[src/inc/ct16_regs.svh]
`ifndef CT16_REGS_SVH
`define CT16_REGS_SVH
// ****************************************
// Register byte offsets
// ****************************************
`define CT16_OFF_FLAGS 7'h00
`define CT16_OFF_CTL   7'h04
`define CT16_OFF_TC    7'h08
`define CT16_OFF_LIM   7'h0c
`define CT16_OFF_PC    7'h10
`define CT16_OFF_MCR   7'h14
`define CT16_OFF_MR0   7'h18
`define CT16_OFF_MR1   7'h1c
`define CT16_OFF_MR2   7'h20
`define CT16_OFF_MR3   7'h24
`define CT16_OFF_CCR   7'h28
`define CT16_OFF_CAP0  7'h2c
`define CT16_OFF_CAP1  7'h30
`define CT16_OFF_EMR   7'h3c
`define CT16_OFF_COUNT_SOURCE_SELECT  7'h70
`define CT16_OFF_PWM   7'h74
// ****************************************
// Field positions
// ****************************************
`define CT16_CTL_RUN   0
`define CT16_CTL_CLR   1
`define CT16_MCR_INT   0
`define CT16_MCR_RST   1
`define CT16_MCR_STOP  2
`define CT16_CCR_RISE  0
`define CT16_CCR_FALL  1
`define CT16_CCR_INT   2
`define CT16_EMR_ACT   4
`define CT16_COUNT_SOURCE_SELECT_SEL  2
// ****************************************
// Reset values
// ****************************************
`define CT16_RST_ZERO  32'h0000_0000
`endif

[src/inc/ct16_pkg.sv]
package ct16_pkg;
   // Register port request, one word per cycle
   typedef struct packed {
      logic        wr;
      logic [6:0]  addr;
      logic [31:0] wdata;
   } ct16_req_t;
   // Count source mode
   typedef enum logic [1:0] {
      CT16_TIMER = 2'h0,
      CT16_RISE  = 2'h1,
      CT16_FALL  = 2'h2,
      CT16_BOTH  = 2'h3
   } ct16_mode_t;
   // Match pin action
   typedef enum logic [1:0] {
      CT16_KEEP   = 2'h0,
      CT16_LOW    = 2'h1,
      CT16_HIGH   = 2'h2,
      CT16_TOGGLE = 2'h3
   } ct16_act_t;
endpackage

[src/hdl/ct16_timer.sv]
// How it works
// - Timer count advances once every divider limit plus one clocks while running.
// - Divider at limit: next clock increments timer count, clears divider.
// - Divider count is readable and writable by software.
// - Control register can halt counting or hold counters cleared.
// - Four compares: on equality reset count, stop counters, and/or flag.
// - Per-compare enables choose interrupt flag and count reset.
// - Software picks capture edges per input and capture interrupt.
// - Selected capture edge copies timer count into read-only capture register.
// - Pending sources read as flags; software write clears them.
// - External output setup register drives match pins on compare.
// - Timer mode counts clocks; counter mode counts chosen input edges.
// - Pulse mode enable switches individual match pins into PWM.
// - All implemented register bits read zero after reset.
// - Timer count wraps from maximum to zero without raising a flag.
// - Clear bit holds both counters at zero until released.
// - Writing one clears a flag; writing zero leaves it.
// - Run bit enables both counters when one, halts when zero.
`timescale 1ns/1ps
`default_nettype none
`include "ct16_regs.svh"
module ct16_timer (
   // Clock, reset, enable
   input  wire logic              mclk,
   input  wire logic              nrst,
   input  wire logic              ce,
   // Register port
   input  wire ct16_pkg::ct16_req_t req,
   output var  logic [31:0]       rdata,
   // Pins
   input  wire logic              capture_input_0,
   input  wire logic              capture_input_1,
   output var  logic [1:0]        match_output_pins
);
   import ct16_pkg::*;

   // ****************************************
   // State
   // ****************************************
   logic [5:0]  flags_reg;
   logic [1:0]  ctl_reg;
   logic [15:0] tc_reg;
   logic [15:0] lim_reg;
   logic [15:0] pc_reg;
   logic [11:0] mcr_reg;
   logic [15:0] mr_reg [4];
   logic [5:0]  ccr_reg;
   logic [15:0] cap_reg [2];
   logic [11:0] emr_reg;
   logic [3:0]  count_source_select_reg;
   logic [1:0]  pwm_reg;
   logic [31:0] rdata_reg;
   logic [1:0]  pins_reg;
   logic [1:0]  cap_s1;
   logic [1:0]  cap_s2;
   logic [1:0]  cap_s3;

   function automatic logic hit(input ct16_req_t r, input logic [6:0] off);
      hit = r.wr && (r.addr == off);
   endfunction

   function automatic logic act(input logic st, input ct16_act_t a);
      unique case (a)
         CT16_KEEP:   act = st;
         CT16_LOW:    act = 1'b0;
         CT16_HIGH:   act = 1'b1;
         CT16_TOGGLE: act = ~st;
      endcase
   endfunction

   // ****************************************
   // Decode
   // ****************************************
   wire        w_flags = hit(req, `CT16_OFF_FLAGS);
   wire        w_ctl   = hit(req, `CT16_OFF_CTL);
   wire        w_tc    = hit(req, `CT16_OFF_TC);
   wire        w_lim   = hit(req, `CT16_OFF_LIM);
   wire        w_pc    = hit(req, `CT16_OFF_PC);
   wire        w_mcr   = hit(req, `CT16_OFF_MCR);
   wire        w_ccr   = hit(req, `CT16_OFF_CCR);
   wire        w_emr   = hit(req, `CT16_OFF_EMR);
   wire        w_count_source_select  = hit(req, `CT16_OFF_COUNT_SOURCE_SELECT);
   wire        w_pwm   = hit(req, `CT16_OFF_PWM);
   wire [3:0]  w_mr    = {hit(req, `CT16_OFF_MR3), hit(req, `CT16_OFF_MR2),
                          hit(req, `CT16_OFF_MR1), hit(req, `CT16_OFF_MR0)};

   // ****************************************
   // Capture edges and count source
   // ****************************************
   // Third stage feeds edge detect so the first stage is read by nothing else
   wire [1:0]  rise    = cap_s2 & ~cap_s3;
   wire [1:0]  fall    = ~cap_s2 & cap_s3;
   wire [1:0]  cap_ev;
   assign cap_ev[0] = (ccr_reg[`CT16_CCR_RISE] & rise[0])
                    | (ccr_reg[`CT16_CCR_FALL] & fall[0]);
   assign cap_ev[1] = (ccr_reg[3+`CT16_CCR_RISE] & rise[1])
                    | (ccr_reg[3+`CT16_CCR_FALL] & fall[1]);
   wire        sel     = count_source_select_reg[`CT16_COUNT_SOURCE_SELECT_SEL];
   wire        s_rise  = sel ? rise[1] : rise[0];
   wire        s_fall  = sel ? fall[1] : fall[0];
   ct16_mode_t mode;
   assign mode = ct16_mode_t'(count_source_select_reg[1:0]);
   wire        step    = (mode == CT16_TIMER)
                       | ((mode == CT16_RISE) & s_rise)
                       | ((mode == CT16_FALL) & s_fall)
                       | ((mode == CT16_BOTH) & (s_rise | s_fall));

   // ****************************************
   // Counting and compares
   // ****************************************
   wire        clr     = ctl_reg[`CT16_CTL_CLR];
   wire        adv     = ctl_reg[`CT16_CTL_RUN] & ~clr & step;
   wire        term    = adv & (pc_reg == lim_reg);
   wire [3:0]  match;
   wire [3:0]  en_int;
   wire [3:0]  en_rst;
   wire [3:0]  en_stop;
   genvar gi;
   generate
      for (gi = 0; gi < 4; gi++) begin : g_cmp
         assign match[gi]   = term & (tc_reg == mr_reg[gi]);
         assign en_int[gi]  = mcr_reg[3*gi+`CT16_MCR_INT];
         assign en_rst[gi]  = mcr_reg[3*gi+`CT16_MCR_RST];
         assign en_stop[gi] = mcr_reg[3*gi+`CT16_MCR_STOP];
      end
   endgenerate
   wire        do_rst  = |(match & en_rst);
   wire        do_stop = |(match & en_stop);
   wire [5:0]  fl_set  = {cap_ev & {ccr_reg[3+`CT16_CCR_INT], ccr_reg[`CT16_CCR_INT]},
                          match & en_int};
   wire [5:0]  fl_clr  = w_flags ? req.wdata[5:0] : 6'h00;

   // Software writes beat counting; the clear bit beats both
   logic [15:0] pc_next;
   logic [15:0] tc_next;
   logic [1:0]  ctl_next;
   logic [5:0]  flags_next;
   assign pc_next  = clr ? 16'h0000 : w_pc ? req.wdata[15:0]
                   : term ? 16'h0000 : adv ? pc_reg + 16'h0001 : pc_reg;
   assign tc_next  = clr ? 16'h0000 : w_tc ? req.wdata[15:0]
                   : !term ? tc_reg : do_rst ? 16'h0000
                   : do_stop ? tc_reg : tc_reg + 16'h0001;
   assign ctl_next = (w_ctl ? req.wdata[1:0] : ctl_reg)
                   & {1'b1, ~do_stop};
   // A flag raised in the cycle it is cleared stays set
   assign flags_next = (flags_reg & ~fl_clr) | fl_set;

   logic [11:0] emr_next;
   logic [1:0]  pins_next;
   always_comb begin
      emr_next = w_emr ? req.wdata[11:0] : emr_reg;
      for (int i = 0; i < 4; i++) begin
         if (match[i]) begin
            emr_next[i] = act(emr_reg[i],
               ct16_act_t'(emr_reg[`CT16_EMR_ACT+2*i +: 2]));
         end
      end
      for (int i = 0; i < 2; i++) begin
         // Single edge PWM: low until the count reaches the compare value
         pins_next[i] = pwm_reg[i] ? (tc_reg >= mr_reg[i]) : emr_reg[i];
      end
   end

   // ****************************************
   // Read mux
   // ****************************************
   logic [31:0] rd_next;
   always_comb begin
      unique case (req.addr)
         `CT16_OFF_FLAGS: rd_next = {26'h0, flags_reg};
         `CT16_OFF_CTL:   rd_next = {30'h0, ctl_reg};
         `CT16_OFF_TC:    rd_next = {16'h0, tc_reg};
         `CT16_OFF_LIM:   rd_next = {16'h0, lim_reg};
         `CT16_OFF_PC:    rd_next = {16'h0, pc_reg};
         `CT16_OFF_MCR:   rd_next = {20'h0, mcr_reg};
         `CT16_OFF_MR0:   rd_next = {16'h0, mr_reg[0]};
         `CT16_OFF_MR1:   rd_next = {16'h0, mr_reg[1]};
         `CT16_OFF_MR2:   rd_next = {16'h0, mr_reg[2]};
         `CT16_OFF_MR3:   rd_next = {16'h0, mr_reg[3]};
         `CT16_OFF_CCR:   rd_next = {26'h0, ccr_reg};
         `CT16_OFF_CAP0:  rd_next = {16'h0, cap_reg[0]};
         `CT16_OFF_CAP1:  rd_next = {16'h0, cap_reg[1]};
         `CT16_OFF_EMR:   rd_next = {20'h0, emr_reg};
         `CT16_OFF_COUNT_SOURCE_SELECT:  rd_next = {28'h0, count_source_select_reg};
         `CT16_OFF_PWM:   rd_next = {30'h0, pwm_reg};
         default:         rd_next = `CT16_RST_ZERO;
      endcase
   end

   // ****************************************
   // Registers
   // ****************************************
   always_ff @(posedge mclk) begin
      if (!nrst) begin
         {flags_reg, ctl_reg, tc_reg, lim_reg, pc_reg} <= '0;
         {mcr_reg, ccr_reg, emr_reg, count_source_select_reg, pwm_reg} <= '0;
         {rdata_reg, pins_reg, cap_s1, cap_s2, cap_s3} <= '0;
      end else if (ce) begin
         {cap_s1, cap_s2, cap_s3} <= {{capture_input_1, capture_input_0}, cap_s1, cap_s2};
         flags_reg <= flags_next;
         ctl_reg   <= ctl_next;
         tc_reg    <= tc_next;
         pc_reg    <= pc_next;
         emr_reg   <= emr_next;
         pins_reg  <= pins_next;
         rdata_reg <= rd_next;
         if (w_lim) lim_reg <= req.wdata[15:0];
         if (w_mcr) mcr_reg <= req.wdata[11:0];
         if (w_ccr) ccr_reg <= req.wdata[5:0];
         if (w_count_source_select) count_source_select_reg <= req.wdata[3:0];
         if (w_pwm) pwm_reg <= req.wdata[1:0];
      end
   end

   always_ff @(posedge mclk) begin
      for (int i = 0; i < 4; i++) begin
         if (!nrst) mr_reg[i] <= 16'h0000;
         else if (ce && w_mr[i]) mr_reg[i] <= req.wdata[15:0];
      end
      for (int i = 0; i < 2; i++) begin
         if (!nrst) cap_reg[i] <= 16'h0000;
         else if (ce && cap_ev[i]) cap_reg[i] <= tc_reg;
      end
   end

   assign rdata = rdata_reg;
   assign match_output_pins = pins_reg;

   // ****************************************
   // Assertions
   // ****************************************
   a_div_wrap: assert property (
      @(posedge mclk) disable iff (!nrst)
      (ce && term && !clr && !w_pc) |=> (pc_reg == 16'h0000))
      else $error("Divider did not clear at limit");
   a_div_step: assert property (
      @(posedge mclk) disable iff (!nrst)
      (ce && adv && !term && !w_pc && !w_tc) |=>
      (pc_reg == $past(pc_reg) + 16'h0001) && $stable(tc_reg))
      else $error("Divider step wrong");
   a_tc_wrap: assert property (
      @(posedge mclk) disable iff (!nrst)
      (ce && term && tc_reg == 16'hffff && !do_rst && !do_stop && !w_tc)
      |=> (tc_reg == 16'h0000))
      else $error("Timer count did not wrap");
   a_clear_hold: assert property (
      @(posedge mclk) disable iff (!nrst)
      (ce && clr) |=> (tc_reg == 16'h0000) && (pc_reg == 16'h0000))
      else $error("Counters not held clear");
   a_run_off: assert property (
      @(posedge mclk) disable iff (!nrst)
      (!ctl_reg[`CT16_CTL_RUN] && !w_tc && !w_pc && !clr) |=>
      $stable(tc_reg) && $stable(pc_reg))
      else $error("Counters moved while halted");
   a_flag_w1c: assert property (
      @(posedge mclk) disable iff (!nrst)
      (ce && w_flags && fl_set == 6'h00) |=>
      (flags_reg == ($past(flags_reg) & ~$past(req.wdata[5:0]))))
      else $error("Flag clear wrong");
   a_cap_load: assert property (
      @(posedge mclk) disable iff (!nrst)
      (ce && cap_ev[0]) |=> (cap_reg[0] == $past(tc_reg)))
      else $error("Capture did not load count");
   a_match_flag: assert property (
      @(posedge mclk) disable iff (!nrst)
      (ce && match[0] && en_int[0]) |=> flags_reg[0])
      else $error("Match flag not raised");
   a_div_write: assert property (
      @(posedge mclk) disable iff (!nrst)
      (ce && w_pc && !clr) |=> (pc_reg == $past(req.wdata[15:0])))
      else $error("Divider write lost");
   a_pwm_pin: assert property (
      @(posedge mclk) disable iff (!nrst)
      (ce && pwm_reg[0]) |=>
      (match_output_pins[0] == ($past(tc_reg) >= $past(mr_reg[0]))))
      else $error("PWM pin level wrong");
endmodule
`default_nettype wire

[config.mk]
export PLATFORM = sky130hd
export DESIGN_NAME = ct16_timer
export DESIGN_NICKNAME = d
export VERILOG_FILES = /design/src/inc/ct16_pkg.sv /design/src/hdl/ct16_timer.sv
export VERILOG_INCLUDE_DIRS = /design/src /design/src/inc
export SDC_FILE = /design/constraint.sdc
export NUM_CORES = 1
export LEC_CHECK = 0
export BUFFER_PORTS_ARGS = -buffer_cell sky130_fd_sc_hd__buf_2
export CAP_MARGIN = 20
export CORE_MARGIN = 5
export CORE_UTILIZATION = 45
export CTS_BUF_LIST = sky130_fd_sc_hd__clkbuf_16
export DETAILED_ROUTE_END_ITERATION = 8
export GPL_TIMING_DRIVEN = 0
export PLACE_DENSITY = 0.63
export SYNTH_ARGS = -nofsm -noshare
export SYNTH_HDL_FRONTEND = slang
export SYNTH_SLANG_ARGS = --single-unit
[constraint.sdc]
create_clock -name mclk -period 7.3 [get_ports mclk]
set_input_delay 0.365 -clock mclk [delete_from_list [all_inputs] [get_ports mclk]]
set_output_delay 0.365 -clock mclk [all_outputs]
set_load 0.005 [all_outputs]
Yosys cells after proc, flatten, opt, wreduce, memory -nomap -nowiden
Memory sizes are Yosys's and may differ from the RTL's.
Index checks and enable logic that the tools add are counted.
- add/subtract/negate cells: 2
- order comparisons: 2
- equal/unequal tests: 40
- mux-type cells: 50
- bitwise gates (word level): 44
- reductions and logical operators: 46
- operator list (cell ; count):
    $pmux 16 s16 ; 1
    $mux 16 ; 15
    $eq 16x16->1 ; 5
    $eq 7x6->1 const B ; 6
    $add 16x1->16 const B ; 2
    $ge 16x16->1 ; 2
    $eq 7x5->1 const B ; 4
    $mux 1 ; 27
    $eq 2x2->1 const B ; 10
    $logic_and 1x1->1 ; 20
    $reduce_and 3->1 ; 5
    $and 1x1->1 ; 14
    $eq 7x4->1 const B ; 2
    $eq 7x7->1 const B ; 2
    $reduce_and 2->1 ; 7
    $and 4x4->4 ; 3
    $or 1x1->1 ; 12
    $pmux 1 s3 ; 4
    $eq 2x1->1 const B ; 5
    $logic_not 2->1 ; 5
    $and 2x2->2 ; 4
    $ne 2x2->1 const B ; 4
    $reduce_bool 2->1 ; 4
    $reduce_or 4->1 ; 2
    other kinds (13) ; 19
- flip-flop bits (word level): 132
- bits in writable memories: 96
- bits of input ports: 45
- output and inout bits: 34
- logic and storage cells: 205
- memories: 2
- memories (name ; words ; width ; rd ports ; clocked after Yosys merged registers in ; write ports ; line ; RTL):
    mr_reg ; 4 ; 16 ; 4 ; 0 ; 4 ; ct16_timer.sv:46 ; logic [15:0] mr_reg [4];
    cap_reg ; 2 ; 16 ; 2 ; 0 ; 2 ; ct16_timer.sv:48 ; logic [15:0] cap_reg [2];

Longest topological paths before layout
Gate-level depths: netlist of run 1.
- depth in word-level cells: 17
- gate-level depth with buffers: 12
- mapped depth without buffers: 10

Least setup slack after synthesis of run 1
No wires, ideal clock.
- kind: reg-to-reg
- start: register tc_reg[0]
- end: register tc_reg[6]
- arrival time: 2400 ps
- required time: 7180 ps
- setup slack: 4781 ps
- cell stages (with the launch flop): 13
- path buffers: 2
- path through: dfxtp_1 > buf_2 > inv_1 > ha_1 > nand4_1 > nor4_4 > a22o_1 > a221o_2 > and4bb_1 > o21a_4 > buf_6 > o21ai_2 > o21ai_1
- word-level cells in the longest chain between the ends: 8
- elaborated cells on any way between the ends: 20
- classes of those cells: add/sub (1); eq/ne (5); mux (5); bitwise (6); reduce/logical (3)
- RTL lines (what ; line ; RTL):
    start, declared ; ct16_timer.sv:42 ; logic [15:0] tc_reg;
    start signal, assigned ; ct16_timer.sv:202 ; tc_reg <= tc_next;
    branches (longest 8 deep; another with $add 16x1->16) ; -- ;
Parallel ways; which one is timed is not known. The select of a mux whose other input is x is not followed.
A chain may end at the register's enable or synchronous reset.

Worst setup path after layout of run 1
- start: register tc_reg[0]
- end: register tc_reg[2]
The elaborated chain is that of the path after synthesis.

==> flow_summary.yaml, run 1 <==
outcome:
  outcome: "finished, final reports clean"
timing:
  fmax_ghz: 0.293
  rsz0062_at_grt: "no"
  worst_slew_pin_slew_ns: 1.21
  maxSlewHeadroom_pct: 18.7
  skew_ns: 0.00694
  finalHoldViolations: 0
  period_share_pct: 46.7
  fin_tns_setup_ns: 0
  setup_viol: 0
  fin_crit_ns: 3.41
  report.final.slew_viol_count: 0
synth:
  synth_cell_types: 70
  ys_ff_latch: 212
  synth_common_cells: "nand2_1 (163), dfxtp_1 (116), edfxtp_1 (96)"
  netlist_top_cells_area: "edfxtp_1 (24%), dfxtp_1 (20%), nand2_1 (5.2%)"
  synth_top_family_by_area: "simple AND/OR/NAND/NOR gates"
  synth_xor_area_share_pct: 5.26
  synth-simple-area-share_pct: 20.9
  synth_compound_area_share_pct: 18.2
  yosysMostFrequentCell: "nand2_1"
  yosys_warnings: 0
  muxShareOfSynthArea_pct: 1.28
  synth.avg_cell_area_um2: 9.34
  synthCells: 1260
  synth_edf_count: 96
  seq_area_frac_synth_pct: 44.2
  synthArstFlopShare_pct: 0
  synth_fa_ha_area_share_pct: 3.61
  synth_top_cell_by_area: "edfxtp_1"
  netlist_area_um2: 11800
  synth_top_area_share_pct: 24.5
  synth_flop_cell: "dfxtp_1"
die:
  start_util_pct: 45.4
  fp.dieW_um: 172
  boundaryPins: 79
  fp.dieH_um: 172
  rows: 59
  coreArea_um2: 25900
  design.die.area_um2: 29500
grt:
  grt.total_usage_pct: 29.2
  first_global_vias: 9694
  grt_max_degree: 17
  grt_pass1_wl_mm: 64.0
  grt-ovfl-total: 0
  antenna_found_initial: 0
clock_network:
  clock_path_buffers: 3
  cts_sinks: 212
  ctsHoldBuffers: 0
  htree_levels: 1
  cts_buffers: 25
  worstSkewPairLatency_ns: 0.53
  cts_root_buffer: "clkbuf_16"
  post_cts_resized: 0
  clkTransAtPathRegs_ns: 0.06
  cts_tree: "yes"
  cts_setup_buffers: 0
finish:
  area_growth_pct: 12.5
  layout.nets: 1421
  stdcell_count: 1696
  drive_above_1_share_pct: 12.9
  final_core_util_pct: 51.1
  largest_register_ffs: 64
  fillers: 2434
  antennaDiodeCount: 0
worst_setup_path:
  worstReg2RegStart: "tc_reg[0]"
  rrSetupSlack_ns: 3.89
  ff2ff_path_depth: 12
  cp_cell_sequence: "buf_2 -> inv_1 -> ha_1 -> nand4_1 -> nor4_4 -> a22o_1 -> a221oi_1 -> o21ai_1 -> nand2_1 -> nand2_1 -> clkbuf_2 -> o21ai_0"
  cp_slowest_cell: "nor4_4"
  critPathLaunchType: "flip-flop"
  cp_common_cell: "nand2_1"
  reg2reg_to: "tc_reg[2]"
  cp.arrival_ns: 3.82
  slowest_delay_ns: 0.76
  crit_end: "tc_reg[2]"
  crit_path_end_kind: "flip-flop"
  path_max_fanout: 10
  crit_type: "reg -> reg"
  critical_path.startpoint: "tc_reg[0]"
  required_ns: 7.71
placement:
  dp_hpwl_mm: 32.7
  gp_congestion: 1.01
  dp.cells: 1650
  io_buffers: 38
power:
  leakagePower_nw: 4.93
  peakVddDrop_mv: 0.160
  total_power_mw: 2.62
  power-per-cell-area_nw_per_um2: 198
route:
  wl_per_cell_um: 25.8
  dr_total_vias: 10500
  drc: 0
  ant_nets: 0
  drtPass1Iterations: 6
  vias_per_cell: 6.17
  drtIter0Drc: 1526
  wirelength_mm: 43.8
flow_run:
  drv_cap: 0
worst_hold_path:
  hp-class: "in -> reg"
[worst min path at each step]
stage	from	endpoint	slack, ns	depth (start not counted)
floorplan	flags_reg[0]	flags_reg[0]	0.43	2
global placement	flags_reg[1]	flags_reg[1]	0.44	2
detailed placement	flags_reg[1]	flags_reg[1]	0.45	2
CTS	capture_input_0	cap_s1[0]	0.07	3
global route	capture_input_0	cap_s1[0]	0.08	3
finish	capture_input_0	cap_s1[0]	0.06	3
[layer usage]
layer | track usage, % | part of all wire (%)
met1 | 41.3 | 42
met2 | 44.6 | 43
met5 | 0 | 0
met4 | 11.3 | 4.8
met3 | 5.03 | 10
[worst max-delay path: cells and delay by family, from the launching register on]
| kind | cells | cell delay (ns) |
|---|---|---|
| simple gates | 4 | 1.21 |
| buf+inv | 3 | 0.70 |
| flops | 1 | 0.32 |
| compound gates | 4 | 0.74 |
| fa+ha+maj | 1 | 0.31 |
[metrics by stage]
step / hold slack (ns) / worst slack [ns] / area [um2]
finish: 0.0638 / 3.89 / 13200
CTS: 0.0746 / 3.98 / 13200
global placement: 0.442 / 3.13 / 12400
floorplan: 0.432 / 4.78 / 11800
global route: 0.0844 / 3.74 / 13200
detailed placement: 0.453 / 3.81 / 12500
[report_power, final]
group	switching (mW)	internal [mW]	total, mW	leakage, nW
logic	0.106	0.0405	0.146	2.64
clock network	0.522	0.662	1.18	0.412
registers	0.0215	1.27	1.29	1.87
total	0.649	1.97	2.62	4.93
[cells in the final DEF (no fill, tap or decap), types with 21 or more instances in the layout]
cell / count
nand2_1: 163
dfxtp_1: 116
edfxtp_1: 96
and2_1: 92
a21oi_1: 76
buf_2: 75
nor2_1: 73
xnor2_1: 59
a22oi_1: 48
inv_1: 47
clkbuf_1: 40
ha_1: 34
a221oi_1: 31
nand3_1: 29
a22o_1: 29
clkbuf_16: 27
nand4_1: 25
nor2b_1: 22
nor3_1: 21
o21ai_0: 21
[layout make-up]
| class | count | area, um2 | share of cell area, % |
|---|---|---|---|
| multi-input combinational | 913 | 5880 | 44.4 |
| timing repair buffer | 40 | 220 | 1.66 |
| clock inverter | 19 | 83.8 | 0.633 |
| buffer | 110 | 606 | 4.57 |
| tap | 335 | 419 | 3.17 |
| sequential | 212 | 5200 | 39.3 |
| clock buffer | 27 | 676 | 5.10 |
| inverter | 40 | 150 | 1.13 |
[cell families (layout without fill, tap and decap cells)]
logic type	Yosys count	after routing
buffers and inverters	150	236
and+or+nand+nor	473	473
muxes	15	15
DFF	212	212
other	1	16
AOI/OAI and AO/OA	306	306
adders and majority gates	34	34
xor gates and xnor gates	69	69
(Power assumes the default switching activity.)
==> inputs of run 2 (changes only) <==
--- a/config.mk
+++ b/config.mk
@@ -13,7 +13,7 @@
 export CTS_BUF_LIST = sky130_fd_sc_hd__clkbuf_16
 export DETAILED_ROUTE_END_ITERATION = 8
 export GPL_TIMING_DRIVEN = 0
-export PLACE_DENSITY = 0.63
+export PLACE_DENSITY = 0.66
 export SYNTH_ARGS = -nofsm -noshare
 export SYNTH_HDL_FRONTEND = slang
 export SYNTH_SLANG_ARGS = --single-unit
==> constraint.sdc (replaced) <==
create_clock -name mclk -period 3.05 [get_ports mclk]
set_input_delay 0.1525 -clock mclk [delete_from_list [all_inputs] [get_ports mclk]]
set_output_delay 0.1525 -clock mclk [all_outputs]
set_load 0.005 [all_outputs]
==> flow_summary.yaml, run 2 (synthesis results as in run 1) <==
outcome:
  outcome: "finished, final reports clean"
worst_setup_path:
  crit_path_end_kind: "flip-flop"
  required_ns: 3.46
  critPathLaunchType: "flip-flop"
  path_max_fanout: 10
  cp.arrival_ns: 3.42
  crit_type: "reg -> reg"
finish:
  fillers: 2431
  largest_register_ffs: 64
  antennaDiodeCount: 0
  drive_above_1_share_pct: 13.6
  layout.nets: 1438
  final_core_util_pct: 51.9
  layout_commonest_cell: "nand2_1"
  final_cell_mix: "nand2_1 (162), dfxtp_1 (116), edfxtp_1 (96)"
  area_growth_pct: 14.3
clock_network:
  cts_sinks: 212
  worstSkewPairLatency_ns: 0.52
  cts_buffers: 25
  cts_tree: "yes"
  htree_levels: 1
  clock_path_buffers: 3
  cts_root_buffer: "clkbuf_16"
  clkTransAtPathRegs_ns: 0.06
die:
  boundaryPins: 79
  fp.dieH_um: 172
  start_util_pct: 45.4
  coreArea_um2: 25900
  rows: 59
  fp.dieW_um: 172
  design.die.area_um2: 29500
grt:
  grt_pass1_wl_mm: 64.0
  grt-ovfl-total: 0
  antenna_found_initial: 0
  grt.total_usage_pct: 29.3
  first_global_vias: 9680
  grt_max_degree: 17
placement:
  place_ws_ns: -0.268
  dp_hpwl_mm: 32.7
  io_buffers: 38
  gp_congestion: 0.996
worst_hold_path:
  hp-class: "in -> reg"
timing:
  report.final.slew_viol_count: 0
  rsz0062_at_grt: "no"
  fin_ws_ns: 0.0366
  setup_viol: 0
  worst_slew_pin_slew_ns: 1.02
  period_share_pct: 98.8
  fin_tns_setup_ns: 0
  fmax_ghz: 0.332
  finalHoldViolations: 0
  whs_ns: 0.0210
  maxSlewHeadroom_pct: 32.0
  skew_ns: 0.0154
  fin_crit_ns: 3.01
route:
  drtIter0Drc: 1673
  wirelength_mm: 43.9
  ant_nets: 0
  vias_per_cell: 6.18
  drtPass1Iterations: 7
  drc: 0
  wl_per_cell_um: 25.6
  dr_total_vias: 10600
power:
  power-per-cell-area_nw_per_um2: 473
  total_power_mw: 6.37
  leakagePower_nw: 5.01
  peakVddDrop_mv: 0.394
flow_run:
  drv_cap: 0
==> run 2: cell count changes in the layout (fill, tap and decap cells not counted), sizes merged <==
cell and delta:
dlygate4sd3 +9, bufinv +2, buf +6, inv -4, clkinv +1, clkbuf +1, clkinvlp +1
==> run 2: layout make-up <==
class / instances / area (um2) / share of cell area, %
multi-input combinational: 913 / 5910 / 43.9
sequential: 212 / 5200 / 38.7
clock buffer: 26 / 651 / 4.83
buffer: 110 / 613 / 4.56
tap: 335 / 419 / 3.11
timing repair buffer: 57 / 370 / 2.75
inverter: 40 / 154 / 1.14
clock inverter: 19 / 138 / 1.02
==> run 2: power breakdown <==
| group | switching [mW] | total (mW) | internal (mW) |
|---|---|---|---|
| Clock | 1.23 | 2.93 | 1.71 |
| Combinational | 0.250 | 0.355 | 0.105 |
| Sequential | 0.0530 | 3.08 | 3.03 |
| Total | 1.53 | 6.37 | 4.84 |
==> run 2: final timing paths <==
path | startpoint | endpoint | slack, ns | cells past startpoint
setup reg to reg | tc_reg[0] | tc_reg[13] | 0.04 | 12
setup / recovery | tc_reg[0] | tc_reg[13] | 0.04 | 12
hold / removal | req[4] | pc_reg[4] | 0.02 | 5
hold reg to reg | flags_reg[0] | flags_reg[0] | 0.46 | 2
==> run 2: metrics by stage <==
stage / std cells / area (um2)
4_1_cts: 1709 / 13400
6_report: 1712 / 13500
3_5_place_dp: 1651 / 12500
5_1_grt: 1712 / 13500
2_1_floorplan: 1275 / 11800
3_3_place_gp: 1648 / 12400
==> run 2: critical path, stage by stage (launching register included) <==
cell and delay (ns):
dfxtp_1 0.33, buf_4 0.19, clkinvlp_4 0.16, ha_1 0.32
nand4_1 0.16, nor4_4 0.05, buf_4 0.17, a22o_1 0.25
a221o_2 0.38, a21o_1 0.19, buf_2 0.18, o211a_1 0.24
nor3_1 0.25
==> run 2: per-layer routing <==
metal,GRT usage (%),wire [um],vias up
met4,12.6,2470,0
met3,4.67,4690,154
met2,45.7,19200,730
met5,0,0,-
li1,-,-,4700
met1,40.5,17600,4997
==> run 2: repair_timing <==
action | CTS | global route
hold endpoints to repair | 10 | 0
pin swaps | 2 | 1
endpoints found under the setup margin | 17 | 14
hold buffers | 9 | 0
setup buffers | 4 | 2
gates resized for setup | 2 | 8
